## src/logic/vdsfd_pkg.sv

```systemverilog
// Package for the video decoder status, format and decimation registers.
// Assumes byte-wide registers on lane 0 of a 32-bit memory-mapped port.
package vdsfd_pkg;
  // Register byte offsets within the 4 kB window
  localparam logic [11:0] VDSFD_OFS_DEVICE_STATUS = 12'h000;
  localparam logic [11:0] VDSFD_OFS_INPUT_FORMAT = 12'h004;
  localparam logic [11:0] VDSFD_OFS_TEMPORAL_DECIMATION = 12'h008;
  localparam int VDSFD_ADDR_LSB = 2;

  // Reset values
  localparam logic [7:0] VDSFD_RST_DEVICE_STATUS = 8'h00;
  localparam logic [7:0] VDSFD_RST_INPUT_FORMAT = 8'h58;
  localparam logic [7:0] VDSFD_RST_TEMPORAL_DECIMATION = 8'h00;

  // Device status bit positions
  localparam int VDSFD_ST_PRESENT = 7;
  localparam int VDSFD_ST_HLOCK = 6;
  localparam int VDSFD_ST_FIELD = 5;
  localparam int VDSFD_ST_LINESTD = 4;
  localparam int VDSFD_ST_PLL = 2;
  localparam int VDSFD_ST_LUMA = 1;
  localparam int VDSFD_ST_CHROMA = 0;

  // Input format fields
  localparam int VDSFD_IF_MBZ = 7;
  localparam int VDSFD_IF_SEL_HI = 6;
  localparam int VDSFD_IF_SEL_LO = 5;
  localparam int VDSFD_IF_RO_HI = 4;
  localparam int VDSFD_IF_RO_LO = 3;
  localparam int VDSFD_IF_FMT_HI = 2;
  localparam logic [1:0] VDSFD_IF_RO_VALUE = 2'h3;

  // Temporal decimation fields
  localparam int VDSFD_TD_BY_FIELD = 7;
  localparam int VDSFD_TD_START_PAR = 6;
  localparam int VDSFD_TD_CNT_HI = 5;

  // Run lengths and decimation periods
  localparam int VDSFD_MISS_LINES = 31;
  localparam int VDSFD_HLOCK_LINES = 32;
  localparam int VDSFD_STD_FIELDS = 32;
  localparam logic [6:0] VDSFD_PERIOD_525 = 7'h3C;
  localparam logic [6:0] VDSFD_PERIOD_625 = 7'h32;

  // Input standard codes
  typedef enum logic [2:0] {
    VDSFD_FMT_AUTO = 3'b000,
    VDSFD_FMT_NTSC_M = 3'b001,
    VDSFD_FMT_NTSC_JP = 3'b010,
    VDSFD_FMT_PAL_BDGHI = 3'b011,
    VDSFD_FMT_PAL_M = 3'b100,
    VDSFD_FMT_PAL_N = 3'b101,
    VDSFD_FMT_SECAM = 3'b110,
    VDSFD_FMT_PAL_NC = 3'b111
  } vdsfd_fmt_e;
endpackage

```

## src/logic/vdsfd_run_filter.sv

```systemverilog
// Run-length filter: a flag that follows its sample only after a full run.
// Assumes samples are presented as one-cycle strobes on clk.
`timescale 1ns/1ps
module vdsfd_run_filter #(
  parameter int RUN = 32
) (
  // Clock and reset
  input wire logic clk,
  input wire logic rst_b,
  // Sample strobe and value
  input wire logic sample_stb,
  input wire logic sample_val,
  // Filtered flag
  output logic flag
);
  import vdsfd_pkg::*;

  localparam int CW = $clog2(RUN + 1);
  localparam logic [CW-1:0] RUN_LAST = CW'(RUN - 1);

  typedef struct packed {
    logic flag;
    logic [CW-1:0] cnt;
  } vdsfd_run_s;

  vdsfd_run_s st_q;
  vdsfd_run_s st_d;

  always_comb begin
    st_d = st_q;
    if (sample_stb) begin
      // A sample agreeing with the flag breaks the run
      if (sample_val == st_q.flag) begin
        st_d.cnt = '0;
      end else if (st_q.cnt == RUN_LAST) begin
        st_d.flag = sample_val;
        st_d.cnt = '0;
      end else begin
        st_d.cnt = st_q.cnt + CW'(1);
      end
    end
  end

  always_ff @(posedge clk) begin
    if (!rst_b) begin
      st_q <= '0;
    end else begin
      st_q <= st_d;
    end
  end

  assign flag = st_q.flag;
endmodule

```

## src/logic/vdsfd_regs.sv

```systemverilog
// Device status, input format and temporal decimation registers.
// Assumes a memory-mapped slave port with AD[11:2] and byte enables,
// and decoder-core indications synchronous to clk.
`timescale 1ns/1ps
module vdsfd_regs (
  // Clock and reset
  input wire logic clk,
  input wire logic rst_b,
  // Register port
  input wire logic [11:2] reg_addr,
  input wire logic [3:0] reg_be,
  input wire logic reg_wr,
  input wire logic reg_rd,
  input wire logic [31:0] reg_wdata,
  output logic [31:0] reg_rdata,
  output logic reg_rvalid,
  // Decoder core indications
  input wire logic line_stb,
  input wire logic line_sync_ok,
  input wire logic line_hsync_ok,
  input wire logic field_stb,
  input wire logic field_even,
  input wire logic field_625,
  input wire logic pll_unlock,
  input wire logic luma_ovf,
  input wire logic chroma_ovf,
  // Decoder controls
  output logic [1:0] video_input_index,
  output vdsfd_pkg::vdsfd_fmt_e format_sel,
  output logic format_auto,
  output logic field_keep,
  // Live status
  output logic video_present_flag,
  output logic horizontal_lock_flag,
  output logic line_count_standard_flag
);
  import vdsfd_pkg::*;

  localparam int MW = $clog2(VDSFD_MISS_LINES + 1);
  localparam logic [MW-1:0] MISS_LAST = MW'(VDSFD_MISS_LINES - 1);
  localparam logic [9:0] IDX_STATUS = VDSFD_OFS_DEVICE_STATUS[11:VDSFD_ADDR_LSB];
  localparam logic [9:0] IDX_INPUT_FORMAT = VDSFD_OFS_INPUT_FORMAT[11:VDSFD_ADDR_LSB];
  localparam logic [9:0] IDX_TEMPORAL_DECIMATION = VDSFD_OFS_TEMPORAL_DECIMATION[11:VDSFD_ADDR_LSB];

  typedef struct packed {
    // Sampled decoder indications
    logic line_stb;
    logic sync_ok;
    logic hsync_ok;
    logic field_stb;
    logic field_even;
    logic field_625;
    logic pll_unlock;
    logic luma_ovf;
    logic chroma_ovf;
    // Presence tracking
    logic present;
    logic [MW-1:0] miss_cnt;
    // Sticky overflow flags
    logic luma_flag;
    logic chroma_flag;
    // Writable registers
    logic [7:0] input_format;
    logic [7:0] temporal_decimation;
    // Decimator
    logic armed;
    logic [6:0] acc;
    logic keep;
    // Read port
    logic [31:0] rdata;
    logic rvalid;
  } vdsfd_state_s;

  vdsfd_state_s st_q;
  vdsfd_state_s st_d;

  logic hlock;
  logic line_std;
  logic wr_lane0;
  logic wr_status;
  logic wr_input_format;
  logic wr_temporal_decimation;
  logic [7:0] status_byte;
  logic [7:0] rd_byte;
  logic [6:0] period;
  logic [6:0] sum;
  logic [6:0] eff_cnt;
  logic [5:0] dec_cnt;
  logic start_par;
  logic unit_start;
  // Address decode
  logic hit_status;
  logic hit_input_format;
  logic hit_temporal_decimation;
  // Presence and decimator next values; select and format codes
  logic video_present_flag_next;
  logic [MW-1:0] miss_next;
  logic dec_keep;
  logic dec_armed;
  logic [6:0] dec_acc;
  logic [1:0] sel_code;
  logic [2:0] fmt_code;

  // Horizontal lock, both directions through the same run filter
  vdsfd_run_filter #(
    .RUN(VDSFD_HLOCK_LINES)
  ) u_hlock (
    .clk(clk),
    .rst_b(rst_b),
    .sample_stb(st_q.line_stb),
    .sample_val(st_q.hsync_ok),
    .flag(hlock)
  );

  // Line standard settles only after a run of equal fields
  vdsfd_run_filter #(
    .RUN(VDSFD_STD_FIELDS)
  ) u_linestd (
    .clk(clk),
    .rst_b(rst_b),
    .sample_stb(st_q.field_stb),
    .sample_val(st_q.field_625),
    .flag(line_std)
  );

  // Word decode shared by reads and writes; one register per word
  assign hit_status = (reg_addr == IDX_STATUS);
  assign hit_input_format = (reg_addr == IDX_INPUT_FORMAT);
  assign hit_temporal_decimation = (reg_addr == IDX_TEMPORAL_DECIMATION);

  // Only lane 0 carries data; a write without it stores nothing
  assign wr_lane0 = reg_wr && reg_be[0];
  assign wr_status = wr_lane0 && hit_status;
  assign wr_input_format = wr_lane0 && hit_input_format;
  assign wr_temporal_decimation = wr_lane0 && hit_temporal_decimation;

  assign dec_cnt = st_q.temporal_decimation[VDSFD_TD_CNT_HI:0];
  assign start_par = st_q.temporal_decimation[VDSFD_TD_START_PAR];
  assign period = line_std ? VDSFD_PERIOD_625 : VDSFD_PERIOD_525;
  // Counts above the period drop every unit; keeps the accumulator below it
  assign eff_cnt = ({1'b0, dec_cnt} > period) ? period : {1'b0, dec_cnt};
  assign sum = st_q.acc + eff_cnt;

  // Field mode: every field is a unit; frame mode: the aligned field opens one
  assign unit_start = st_q.temporal_decimation[VDSFD_TD_BY_FIELD] ||
                      (st_q.field_even == start_par);

  // Status byte, assembled from live and sticky state
  always_comb begin
    status_byte = VDSFD_RST_DEVICE_STATUS;
    status_byte[VDSFD_ST_PRESENT] = st_q.present;
    status_byte[VDSFD_ST_HLOCK] = hlock;
    status_byte[VDSFD_ST_FIELD] = st_q.field_even;
    status_byte[VDSFD_ST_LINESTD] = line_std;
    status_byte[VDSFD_ST_PLL] = st_q.pll_unlock;
    status_byte[VDSFD_ST_LUMA] = st_q.luma_flag;
    status_byte[VDSFD_ST_CHROMA] = st_q.chroma_flag;
  end

  // Read mux; unused offsets answer zero
  always_comb begin
    rd_byte = 8'h00;
    if (hit_status) begin
      rd_byte = status_byte;
    end else if (hit_input_format) begin
      rd_byte = st_q.input_format;
      rd_byte[VDSFD_IF_RO_HI:VDSFD_IF_RO_LO] = VDSFD_IF_RO_VALUE;
    end else if (hit_temporal_decimation) begin
      rd_byte = st_q.temporal_decimation;
    end
  end

  // Presence run: a single synced line restores presence at once
  always_comb begin
    video_present_flag_next = st_q.present;
    miss_next = st_q.miss_cnt;
    if (st_q.line_stb) begin
      if (st_q.sync_ok) begin
        video_present_flag_next = 1'b1;
        miss_next = '0;
      end else if (st_q.miss_cnt == MISS_LAST) begin
        video_present_flag_next = 1'b0;
        miss_next = '0;
      end else begin
        miss_next = st_q.miss_cnt + MW'(1);
      end
    end
  end

  // Decimator decision for one sampled field; applied only on field strobes
  always_comb begin
    dec_keep = st_q.keep;
    dec_armed = st_q.armed;
    dec_acc = st_q.acc;
    if (dec_cnt == 6'h00) begin
      dec_keep = 1'b1;
      dec_armed = 1'b0;
    end else if (!st_q.armed && (st_q.field_even != start_par)) begin
      // Fields ahead of the aligned parity pass untouched
      dec_keep = 1'b1;
    end else if (unit_start) begin
      if (!st_q.armed) begin
        // Aligned first unit drops; a leftover sum must not double the next drop
        dec_armed = 1'b1;
        dec_keep = 1'b0;
        dec_acc = 7'(eff_cnt - 7'd1);
      end else if (sum >= period) begin
        dec_keep = 1'b0;
        dec_acc = 7'(sum - period);
      end else begin
        dec_keep = 1'b1;
        dec_acc = sum;
      end
    end
    // Second field of a frame inherits the frame decision
  end

  always_comb begin
    st_d = st_q;

    // One register stage on every decoder indication
    st_d.line_stb = line_stb;
    st_d.sync_ok = line_sync_ok;
    st_d.hsync_ok = line_hsync_ok;
    st_d.field_stb = field_stb;
    st_d.field_even = field_even;
    st_d.field_625 = field_625;
    st_d.pll_unlock = pll_unlock;
    st_d.luma_ovf = luma_ovf;
    st_d.chroma_ovf = chroma_ovf;

    // Presence run
    st_d.present = video_present_flag_next;
    st_d.miss_cnt = miss_next;

    // Sticky overflow flags; a new overflow beats a same-cycle clear
    if (wr_status) begin
      st_d.luma_flag = 1'b0;
      st_d.chroma_flag = 1'b0;
    end
    if (st_q.luma_ovf) begin
      st_d.luma_flag = 1'b1;
    end
    if (st_q.chroma_ovf) begin
      st_d.chroma_flag = 1'b1;
    end

    // Input format; bits 4:3 are not stored
    if (wr_input_format) begin
      st_d.input_format = reg_wdata[7:0];
      st_d.input_format[VDSFD_IF_RO_HI:VDSFD_IF_RO_LO] = VDSFD_IF_RO_VALUE;
    end

    // Decimation; a rewrite re-aligns on the next matching field
    if (wr_temporal_decimation) begin
      st_d.temporal_decimation = reg_wdata[7:0];
      st_d.armed = 1'b0;
    end else if (st_q.field_stb) begin
      st_d.keep = dec_keep;
      st_d.armed = dec_armed;
      st_d.acc = dec_acc;
    end

    // Registered read data, one cycle after the request
    st_d.rvalid = reg_rd;
    if (reg_rd) begin
      st_d.rdata = 32'h0000_0000;
      if (reg_be[0]) begin
        st_d.rdata[7:0] = rd_byte;
      end
    end
  end

  // Reset gives zero status, 0x58 format and zero decimation
  always_ff @(posedge clk) begin
    if (!rst_b) begin
      st_q <= '0;
      st_q.input_format <= VDSFD_RST_INPUT_FORMAT;
      st_q.temporal_decimation <= VDSFD_RST_TEMPORAL_DECIMATION;
      st_q.keep <= 1'b1;
    end else begin
      st_q <= st_d;
    end
  end

  // Physical input from the select code
  assign sel_code = st_q.input_format[VDSFD_IF_SEL_HI:VDSFD_IF_SEL_LO];
  always_comb begin
    unique case (sel_code)
      2'b00: video_input_index = 2'd3;
      2'b01: video_input_index = 2'd2;
      2'b10: video_input_index = 2'd0;
      2'b11: video_input_index = 2'd1;
    endcase
  end

  // Effective standard; automatic mode only tells 525 from 625
  // Field code as stored; every code is a legal standard
  assign fmt_code = st_q.input_format[VDSFD_IF_FMT_HI:0];
  always_comb begin
    format_auto = (fmt_code == VDSFD_FMT_AUTO);
    if (format_auto) begin
      format_sel = line_std ? VDSFD_FMT_PAL_BDGHI : VDSFD_FMT_NTSC_M;
    end else begin
      format_sel = vdsfd_fmt_e'(fmt_code);
    end
  end

  assign reg_rdata = st_q.rdata;
  assign reg_rvalid = st_q.rvalid;
  assign field_keep = st_q.keep;
  assign video_present_flag = st_q.present;
  assign horizontal_lock_flag = hlock;
  assign line_count_standard_flag = line_std;
endmodule

```

## config.mk

```make
export PLATFORM = sky130hd
export DESIGN_NAME = vdsfd_regs
export DESIGN_NICKNAME = d
export VERILOG_FILES = /design/src/logic/vdsfd_pkg.sv /design/src/logic/vdsfd_run_filter.sv /design/src/logic/vdsfd_regs.sv
export SDC_FILE = /design/constraint.sdc
export NUM_CORES = 1
export LEC_CHECK = 0
export ABC_CLOCK_PERIOD_IN_PS = 3700
export CAP_MARGIN = 30
export CORE_MARGIN = 1
export CORE_UTILIZATION = 30
export DETAILED_ROUTE_END_ITERATION = 10
export DONT_BUFFER_PORTS = 1
export GPL_TIMING_DRIVEN = 0
export PLACE_DENSITY = 0.51
export RECOVER_POWER = 100
export SLEW_MARGIN = 5
export SYNTH_ARGS = -nofsm -noshare
export SYNTH_HDL_FRONTEND = slang
export SYNTH_SLANG_ARGS = --single-unit
```

## constraint.sdc

```tcl
create_clock -name clk -period 3.7 [get_ports clk]
set_input_delay 0.185 -clock clk [delete_from_list [all_inputs] [get_ports clk]]
set_output_delay 0.185 -clock clk [all_outputs]
set_load 0.01 [all_outputs]
```

-- Word-level counts from Yosys, hierarchy flattened
Index checks and enable logic that the tools add are counted.
- flip-flop bits (word level): 63
- input bits: 59
- output and inout port bits: 43
- word-level logic and storage cells: 104
- add/subtract/negate cells: 6
- $lt $le $gt $ge: 2
- equal/unequal tests: 13
- mux-type cells: 30
- bitwise logic cells: 6
- reduce and logical (&&, ||, !) cells: 23
- operator list (operator ; count):
    $mux W8 ; 4
    $mux W6 ; 5
    $mux W7 ; 2
    $add A6 B1 Y6 const B ; 2
    $eq A6 B5 Y1 const B ; 2
    $mux W1 ; 12
    $reduce_and A3 Y1 ; 4
    $eq A10 B1 Y1 const B ; 1
    $eq A10 B2 Y1 const B ; 1
    $logic_not A10 Y1 ; 1
    $mux W5 ; 2
    $pmux W2 S4 ; 1
    $reduce_bool A2 Y1 ; 4
    $add A7 B6 Y7 ; 1
    $ge A7 B6 Y1 ; 1
    $sub A6 B1 Y7 const B ; 1
    $sub A7 B6 Y7 ; 1
    $gt A6 B6 Y1 ; 1
    $logic_not A6 Y1 ; 1
    $not A1 Y1 ; 6
    $add A5 B1 Y5 const B ; 1
    $eq A5 B5 Y1 const B ; 1
    $logic_and A1 B1 Y1 ; 5
    $reduce_and A5 Y1 ; 1
    other kinds (15) ; 19

-- Logic depth before layout (Yosys ltp)
Gate-level depths: netlist of the first run.
- word-level depth: 10
- mapped depth: 18
- gate-level depth less buffers: 18

-- Cells and area by module
A second synthesis of the first run with hierarchy kept.
- cells, all modules: 450
- area, all modules: 3885.0 um^2
- modules (own cells, without submodules) (module ; times used ; cells an instance ; area an instance (um^2) ; sequential area each (um^2)):
    vdsfd_regs ; 1 ; 364 ; 3081.7 ; 980.9
    vdsfd_run_filter ; 2 ; 43 ; 401.6 ; 140.1

-- Worst setup path before layout of the first run
Ideal clock, no wire load.
- path kind: register to register
- from: register u_linestd.st_q, in the netlist u_linestd.flag
- to: register st_q[35] (netlist bit)
- setup time: 0.070 ns
- data arrival time: 4.109 ns
- data required time: 3.630 ns
- slack: -0.479 ns
- cell stages (with the launch flop): 16
- buffers on the path: 0
- clock period less this slack: 4.179 ns
- cells stage by stage: dfxtp_1 -> ha_1 -> and4b_1 -> a211oi_1 -> nand2_1 -> o21ai_0 -> fa_1 -> inv_1 -> ha_1 -> inv_1 -> fa_1 -> a21oi_1 -> nand2_1 -> a41oi_2 -> mux2_2 -> a21oi_1
- word-level cells in the longest chain between the ends: 7
- ends and longest elaborated chain (what ; line ; source):
    start, declared ; vdsfd_run_filter.sv:26 ; vdsfd_run_s st_q;
    start signal, assigned ; vdsfd_run_filter.sv:48 ; st_q <= st_d;
    $mux W4 (*) ; vdsfd_regs.sv:139 ; assign period = line_std ? VDSFD_PERIOD_625 : VDSFD_PERIOD_525;
    $gt A6 B6 Y1 ; vdsfd_regs.sv:141 ; assign eff_cnt = ({1'b0, dec_cnt} > period) ? period : {1'b0, dec_cnt};
    $mux W6 ; vdsfd_regs.sv:141 ;
    $add A7 B6 Y7 ; vdsfd_regs.sv:142 ; assign sum = st_q.acc + eff_cnt;
    $sub A7 B6 Y7 or $ge A7 B6 Y1 (tied branches) ; vdsfd_regs.sv:209, vdsfd_regs.sv:207 ;
    $mux W7 ; vdsfd_regs.sv:207 ; end else if (sum >= period) begin
    $mux W7 (*) ; vdsfd_regs.sv:202 ; if (!st_q.armed) begin
    end signal, assigned ; vdsfd_regs.sv:282 ; st_q <= st_d;
    end, declared ; vdsfd_regs.sv:74 ; vdsfd_state_s st_q;
Mark *: on every way between the ends. The rest lies on a longest branch, timed or not.
A chain may end at the register's enable or synchronous reset.

-- Worst setup path in the final report of the first run
Same ends and word-level chain as after synthesis.

==> flow_summary.yaml, run 1 <==
timing:
  rsz0062_at_grt: "true"
  setup_viol: 6
  setup_slack_ps: -127
  maxSlewViolCount: 0
  hold_ws_ps: 22.1
  fin_crit_ps: 3830
  slew_headroom: 0.0666
  hold_viol_final: 0
  fmax_ghz: 0.261
  worst_pin_slew_ps: 1390
  finClkSkew_ps: 6.41
  setup-tns-final_ps: -358
  finalCritPeriodShare: 1.03
cells_and_area:
  multiInputGateArea_um2: 2390
  final_layout_size_suffix_gt1_frac: 0.189
  nFillCells: 1259
  final-seq-area_um2: 1270
  area_delta_synth_final_pct: 27.7
  final_area_um2: 4800
  nNetsFinal: 594
  final_util: 0.396
synthesis:
  synth_top_area_share: 0.336
  synthAdderAreaFrac: 0.0740
  synth-edff-count: 0
  synth_xor_area_frac: 0.0280
  syn_area_um2: 3760
  synth_compound_area_frac: 0.137
  synthArstFlopShare: 0
  yosys_warnings: 0
  ys_ff_latch: 63
  yosys-top-cells-area: "dfxtp_1, mux2i_1, buf_4"
  synth.avg_cell_area_um2: 8.42
  synthSimpleGateAreaFrac: 0.236
  synth_cells: 446
  synth_top_family_by_area: "simple AND/OR/NAND/NOR gates"
  synth_top_area_cell: "dfxtp_1"
  seq_area_frac_synth: 0.336
  synthMuxAreaShare: 0.0863
  synthMostInstantiatedCell: "dfxtp_1"
  synth_top_flop_cell: "dfxtp_1"
  yosysUniqueCellTypes: 60
  synth_common_cells: "dfxtp_1, nor2_1, nand2_1"
drt:
  wl_met3_um: 472
  top_layer: "met4"
  routedWlPerCell_um: 13.7
  wl_met1_mm: 4.37
  routed_wl_mm: 9.43
  route.met2.wl_mm: 4.35
  vias: 3235
  drtPass1Iterations: 4
  drt_iter0_drc: 110
  antenna_left: 0
  via_per_inst: 4.70
  drc: 0
cts:
  cts_tree: "yes"
  cts_buffers: 9
  clk_pin_slew_ps: 60
  cts_max_level: 3
  cts_root_buffer: "clkbuf_16"
  cts_sinks: 63
  insertion_delay_ps: 330
  cts_buffer_depth: 2
power_and_ir_drop:
  cellLeakagePower_nw: 2.02
  max-vdd-ir-drop_mv: 0.169
  p_total_mw: 1.57
  pwr_density_cell_nw_per_um2: 327
global_routing:
  first_global_vias: 3064
  grt_max_degree: 12
  antenna_found_initial: 1
  track_usage: 0.152
  grt_pass1_wl_mm: 15.0
  grt_overflow: 0
die:
  ios: 102
  initial_core_util: 0.310
  fp.dieH_um: 114
  dieArea_um2: 13000
  num_rows: 40
  fp.dieW_um: 114
  core-area_um2: 12100
worst_setup_path:
  cp.required_ps: 3960
  arrival_ps: 4090
  crit_chain: "ha_4 -> and4b_1 -> a211oi_4 -> buf_4 -> nand2_4 -> o21ai_4 -> fa_2 -> inv_2 -> ha_2 -> inv_1 -> fa_2 -> a21oi_4 -> nand2_2 -> buf_4 -> a41oi_4 -> mux2_2 -> a21oi_1"
  slowest_stage: "fa_2"
  path_max_fanout: 7
  worstSetupStartpointType: "flop"
  critPathMaxStageDelay_ps: 480
  worstSetupEndpointType: "flop"
  criticalPathCategory: "reg -> reg"
placed_design:
  hpwl_mm: 6.78
  io_buffers: 0
  place_area_um2: 4080
  gp_congestion: 0.831
flow_run:
  drv_cap: 0
run_status:
  violations: "setup timing"
  status: "finished with violations"
worst_hold_path:
  holdCritPathClass: "in -> reg"
## placed cells by master, fill, tap and decap left out, types with 16 or more instances in the layout
master and instances:
dlygate4sd3_1 18, a21oi_1 25, nand2_1 32, buf_4 37
clkbuf_1 30, conb_1 24, nor2_1 47, dfxtp_1 59
nand3_1 20, mux2i_1 28, inv_1 16
## state kept, by name, summed over array words and instances, names as in the netlist
| register | cells |
|---|---|
| dec_cnt | 6 |
| field_keep | 1 |
| fmt_code | 3 |
| reg_rdata | 8 |
| reg_rvalid | 1 |
| sel_code | 2 |
| st_q | 27 |
| u_hlock.flag | 1 |
| u_hlock.st_q | 6 |
| u_linestd.flag | 1 |
| u_linestd.st_q | 6 |
| video_present_flag | 1 |
## layout make-up
cell class,instances,area share
Antenna cell,1,0.000522
Buffer,52,0.0595
Clock buffer,12,0.0514
Clock inverter,4,0.00469
Inverter,18,0.0141
Multi-Input combinational cell,336,0.498
Sequential cell,63,0.264
Tap cell,168,0.0438
Timing Repair Buffer,34,0.0636
## metrics by stage
| step | setup WS (ps) | std cells |
|---|---|---|
| after detailed placement | -538 | 637 |
| after CTS | -38.3 | 683 |
| final | -127 | 688 |
| after global placement | -476 | 637 |
| after floorplan | -17.8 | 469 |
| after global routing | -286 | 688 |
## layer usage
metal  vias to the layer above  global-route usage
li1                       1633                   -
met1                      1496               0.183
met2                        88               0.250
met3                        18              0.0452
met4                         0              0.0667
met5                         -                   0
## timing repair
item / 4_1_cts / 5_1_grt
resized for setup: 24 / 10
pin swaps: 9 / 13
endpoints found under the hold margin: 20 / 1
hold buffers: 17 / 1
endpoints found under the setup margin: 7 / 7
setup buffers: 13 / 3
## where the power goes
group / total (mW) / leakage [nW] / switching, mW / internal (mW)
Clock: 0.758 / 0.132 / 0.291 / 0.467
Sequential: 0.697 / 0.514 / 0.00763 / 0.689
Combinational: 0.114 / 1.38 / 0.0624 / 0.0520
Total: 1.57 / 2.02 / 0.361 / 1.21
## critical path: cells and delay by family, from the launching register on
family / cells / cell delay [ps]
adder cells (fa/ha/maj): 4 / 1250
multiplexers: 1 / 370
flip-flops: 1 / 450
buffers and inverters: 4 / 440
AND/OR/NAND/NOR: 3 / 360
AO/OA/AOI/OAI: 5 / 880
## worst paths after layout
check	slack, ps	start	to	cells after the start
min	20	reg_wdata[1]	fmt_code[1]	2
max reg2reg	-130	u_linestd.flag	st_q[35]	17
min reg2reg	440	st_q[66]	st_q[58]	2
max	-130	u_linestd.flag	st_q[35]	17
## kinds of logic (layout without fill, tap and decap cells)
logic type                 after synthesis  after routing
muxes                                   32             32
and+or+nand+nor                        171            171
buffers and inverters                   70            120
AOI/OAI and AO/OA                       76             76
other                                    1             25
DFF                                     63             63
xor gates and xnor gates                12             12
adders and majority gates               21             21
Note: power is estimated with default switching activity, not from simulation.
==> inputs of run 2 (changes only) <==
--- a/config.mk
+++ b/config.mk
@@ -7,12 +7,13 @@
 export LEC_CHECK = 0
 export ABC_CLOCK_PERIOD_IN_PS = 3700
 export CAP_MARGIN = 30
+export CORE_ASPECT_RATIO = 1.4
 export CORE_MARGIN = 1
 export CORE_UTILIZATION = 30
 export DETAILED_ROUTE_END_ITERATION = 10
 export DONT_BUFFER_PORTS = 1
 export GPL_TIMING_DRIVEN = 0
-export PLACE_DENSITY = 0.51
+export PLACE_DENSITY = 0.54
 export RECOVER_POWER = 100
 export SLEW_MARGIN = 5
 export SYNTH_ARGS = -nofsm -noshare
==> flow_summary.yaml, run 2 (same netlist as run 1, synthesis figures left out) <==
worst_setup_path:
  criticalPathCategory: "reg -> reg"
  reg2reg_depth: 16
  cp.required_ps: 3950
  reg2reg_from: "u_linestd.flag"
  critPathLaunch: "u_linestd.flag"
  slowest_stage: "dfxtp_4"
  critPathMaxStageDelay_ps: 460
  arrival_ps: 4050
  worst-path-buf-inv: 1
  path_max_fanout: 7
  cpMostUsedCell: "ha_4"
  regToRegSetupSlack_ps: -100
  reg2reg_to: "st_q[40]"
  worstSetupStartpointType: "flop"
  crit_chain: "ha_4 -> and4b_1 -> a211oi_4 -> buf_12 -> mux2i_4 -> ha_4 -> nor2b_1 -> nor2_1 -> xnor2_1 -> ha_1 -> nand4b_1 -> nand2_2 -> nor3b_2 -> mux2i_1 -> or3_1 -> a221oi_2"
  path_delay_family: "simple AND/OR/NAND/NOR gates"
  worstSetupEndpointType: "flop"
cells_and_area:
  area_delta_synth_final_pct: 27.1
  final-seq-area_um2: 1270
  final_layout_size_suffix_gt1_frac: 0.190
  regMostFlops: "st_q"
  largest_reg_flops: 27
  layout_common_cells: "dfxtp_1, nor2_1, buf_4"
  antenna_cells: 0
  multiInputGateArea_um2: 2380
  nNetsFinal: 592
  layout_commonest_cell: "dfxtp_1"
  final_area_um2: 4780
  nFillCells: 1281
  final_util: 0.390
  stdcell_count: 667
global_routing:
  grt_pass1_wl_mm: 15.8
  grt_max_degree: 11
  first_global_vias: 3253
  grt_overflow: 0
  antenna_found_initial: 0
  track_usage: 0.162
power_and_ir_drop:
  pwr_density_cell_nw_per_um2: 344
  cellLeakagePower_nw: 2.02
  max-vdd-ir-drop_mv: 0.345
placed_design:
  pre_cts_ws_ps: -547
  gp_congestion: 0.823
  place_inst: 620
  place_area_um2: 4070
  hpwl_mm: 7.21
  io_buffers: 0
drt:
  routedWlPerCell_um: 14.6
  via_per_inst: 4.79
  routed_wl_mm: 9.77
  vias: 3198
  drc: 0
  top_layer: "met4"
  route.met2.wl_mm: 5.21
  wl_met3_um: 432
  drt_iter0_drc: 115
  drtPass1Iterations: 4
  antenna_left: 0
  wl_met1_mm: 3.82
cts:
  cts_buffer_depth: 2
  insertion_delay_ps: 330
  cts_root_buffer: "clkbuf_16"
  cts_sinks: 63
  cts_max_level: 3
  cts_buffers: 9
  clk_pin_slew_ps: 50
  cts_tree: "yes"
timing:
  fmax_ghz: 0.263
  hold_viol_final: 0
  worst_pin_slew_ps: 727
  setup-tns-final_ps: -244
  setup_slack_ps: -102
  setup_viol: 4
  finalCritPeriodShare: 1.03
  rsz0062_at_grt: "true"
  finClkSkew_ps: 6.75
  fin_crit_ps: 3800
  maxSlewViolCount: 0
  slew_headroom: 0.515
die:
  core-area_um2: 12300
  dieArea_um2: 13000
  initial_core_util: 0.307
  num_rows: 48
  ios: 102
  fp.dieH_um: 134
  fp.dieW_um: 96.6
run_status:
  violations: "setup timing"
  status: "finished with violations"
worst_hold_path:
  hp-start: "reg_wdata[1]"
  min_delay_path_depth: 2
  hold_path_end: "fmt_code[1]"
  holdCritPathClass: "in -> reg"
flow_run:
  drv_cap: 0
run 2: cell count changes in the layout (fill, tap and decap cells not counted), sizes merged:
| cell | previous run | this run |
|---|---|---|
| dlygate4sd3 | 18 | 15 |
| diode | 1 | 0 |
| clkinv | 4 | 2 |
| bufinv | 0 | 1 |
| clkbuf | 40 | 42 |
run 2: area by class of cell:
class | count | area share
clock inverter | 3 | 0.00891
multi-input combinational | 336 | 0.498
sequential | 63 | 0.266
timing repair buffer | 32 | 0.0610
tap | 150 | 0.0393
clock buffer | 13 | 0.0524
buffer | 52 | 0.0597
inverter | 18 | 0.0141
run 2: repair_timing:
item / in CTS / in global routing
endpoints found under the hold margin: 16 / 0
pin swaps: 13 / 6
cloned: 0 / 0
setup buffers: 11 / 5
hold buffers: 15 / 0
resized for setup: 30 / 6
setup endpoints to repair: 7 / 7
run 2: report_power, final:
group / leakage (nW) / internal [mW] / switching [mW]
Clock: 0.140 / 0.539 / 0.294
Sequential: 0.514 / 0.689 / 0.00732
Combinational: 1.36 / 0.0498 / 0.0629
Total: 2.02 / 1.28 / 0.364
run 2: worst max path at each step:
stage	end	depth (start not counted)	slack [ps]
after floorplan	st_q[35]	16	-20
after detailed placement	st_q[35]	17	-550
after global placement	st_q[35]	16	-470
final	st_q[40]	16	-100
after CTS	st_q[40]	16	-30
after global routing	st_q[40]	17	-300
run 2: per-stage QoR:
stage,hold slack (ps),total power [mW]
global placement,314,0.808
floorplan,310,0.788
CTS,0.893,1.66
finish,7.98,1.64
global route,6.23,1.71
detailed placement,315,0.810
run 2: worst reg2reg max path, cell delays in order, from the launching register on:
cell	delay, ps
dfxtp_4	460
ha_4	240
and4b_1	230
a211oi_4	310
buf_12	170
mux2i_4	260
ha_4	230
nor2b_1	120
nor2_1	110
xnor2_1	100
ha_1	390
nand4b_1	160
nand2_2	130
nor3b_2	170
mux2i_1	100
or3_1	340
a221oi_2	210
run 2: routing by layer:
metal  GRT usage  up-vias
li1            -     1627
met1       0.170     1479
met2       0.290       71
met3      0.0499       21
met4      0.0654        0
met5           0        -
==> inputs of run 3 (changes only) <==
--- a/config.mk
+++ b/config.mk
@@ -15,6 +15,7 @@
 export GPL_TIMING_DRIVEN = 0
 export PLACE_DENSITY = 0.54
 export RECOVER_POWER = 100
+export SETUP_SLACK_MARGIN = 0.2
 export SLEW_MARGIN = 5
 export SYNTH_ARGS = -nofsm -noshare
 export SYNTH_HDL_FRONTEND = slang
==> flow_summary.yaml, run 3 (same netlist as run 1, synthesis figures left out) <==
power_and_ir_drop:
  pwr_density_cell_nw_per_um2: 337
  cellLeakagePower_nw: 2.05
  p_total_mw: 1.62
  max-vdd-ir-drop_mv: 0.317
cts:
  clk_pin_slew_ps: 50
  cts_buffers: 9
  cts_tree: "yes"
  cts_max_level: 3
  cts_sinks: 63
  cts_root_buffer: "clkbuf_16"
  insertion_delay_ps: 330
  cts_buffer_depth: 2
die:
  num_rows: 48
  ios: 102
  core-area_um2: 12300
  initial_core_util: 0.307
  fp.dieH_um: 134
  fp.dieW_um: 96.6
  dieArea_um2: 13000
worst_hold_path:
  min_delay_path_depth: 2
  holdCritPathClass: "in -> reg"
  hp-start: "reg_wdata[1]"
worst_setup_path:
  cp.required_ps: 3890
  arrival_ps: 3920
  critPathMaxStageDelay_ps: 480
  worstSetupStartpointType: "flop"
  path_max_fanout: 7
  crit_chain: "ha_4 -> and4b_1 -> a211oi_4 -> buf_6 -> nand2_4 -> o21ai_4 -> fa_2 -> inv_2 -> ha_2 -> inv_2 -> fa_2 -> a21oi_4 -> nand2_2 -> a41oi_4 -> mux2i_1 -> o22ai_1"
  reg2reg_from: "u_linestd.flag"
  slowest_stage: "fa_2"
  critPathLaunch: "u_linestd.flag"
  criticalPathCategory: "reg -> reg"
  reg2reg_depth: 16
  worstSetupEndpointType: "flop"
placed_design:
  gp_congestion: 0.771
  place_inst: 619
  hpwl_mm: 6.87
  io_buffers: 0
  place_area_um2: 4130
cells_and_area:
  nNetsFinal: 597
  layout_commonest_cell: "dfxtp_1"
  final_util: 0.393
  stdcell_count: 672
  regMostFlops: "st_q"
  layout_common_cells: "dfxtp_1, nor2_1, buf_4"
  area_delta_synth_final_pct: 28.3
  largest_reg_flops: 27
  antenna_cells: 0
  final_area_um2: 4820
  final_layout_size_suffix_gt1_frac: 0.199
timing:
  finClkSkew_ps: 4.75
  worst_pin_slew_ps: 1350
  fmax_ghz: 0.268
  fin_crit_ps: 3730
  finalCritPeriodShare: 1.01
  rsz0062_at_grt: "true"
  slew_headroom: 0.0921
  maxSlewViolCount: 0
  setup-tns-final_ps: -59.2
  setup_viol: 3
  hold_viol_final: 0
  setup_slack_ps: -30.2
flow_run:
  drv_cap: 0
drt:
  drc: 0
  routedWlPerCell_um: 14.0
  via_per_inst: 4.85
  drtPass1Iterations: 5
  drt_iter0_drc: 73
  antenna_left: 0
  vias: 3258
  routed_wl_mm: 9.43
run_status:
  status: "finished with violations"
  violations: "setup timing"
global_routing:
  grt_pass1_wl_mm: 15.2
  first_global_vias: 3207
  grt_overflow: 0
  grt_max_degree: 11
  antenna_found_initial: 0
  track_usage: 0.154
## run 3: changes by cell type in the layout (fill, tap and decap cells not counted), moves of 2 or more
cell,delta
and2_0,-3
and2_1,+3
buf_4,+4
dlygate4sd3_1,+2
## run 3: cell type report
type                            count  area, um^2
Timing Repair Buffer               37         329
Inverter                           18        67.6
Buffer                             52         285
Clock buffer                       13         240
Tap cell                          150         188
Multi-Input combinational cell    336        2390
Clock inverter                      3        43.8
Fill cell                        1303        7430
Sequential cell                    63        1270
## run 3: routing by layer
metal  vias to the layer above  track usage  wire [um]
met2                        67        0.281       5090
met3                        20       0.0323        312
met5                         -            0          0
met4                         0       0.0842        281
li1                       1639            -          -
met1                      1532        0.159       3750
## run 3: path summary, 6_finish.rpt
check	to	slack [ps]
worst min register to register	st_q[59]	430
worst max register to register	st_q[37]	-30
worst max-delay path	st_q[37]	-30
worst min-delay path	fmt_code[1]	9
## run 3: metrics by stage
step	hold slack, ps	setup WS [ps]
6_report	9.01	-30.2
5_1_grt	28.1	-188
4_1_cts	2.49	-12.5
3_5_place_dp	315	-443
3_3_place_gp	313	-403
2_1_floorplan	310	58.6
## run 3: where the power goes
part | internal (mW) | switching [mW]
clock | 0.522 | 0.294
sequential | 0.689 | 0.00735
combinational | 0.0513 | 0.0620
## run 3: worst max-delay path: cells and delay by family (launching register included)
family | cells | cell delay (ps)
multiplexers | 1 | 280
AND/OR/NAND/NOR | 3 | 400
flip-flops | 1 | 460
AO/OA/AOI/OAI | 5 | 850
adder cells (fa/ha/maj) | 4 | 1300
buffers and inverters | 3 | 290
## run 3: timing repair
action                                 in CTS  in global routing
pin swaps                                  15                  3
gates resized for setup                    25                  3
setup buffers                              17                  3
endpoints found under the hold margin      20                  0
hold buffers                               17                  0
setup endpoints to repair                   7                  7
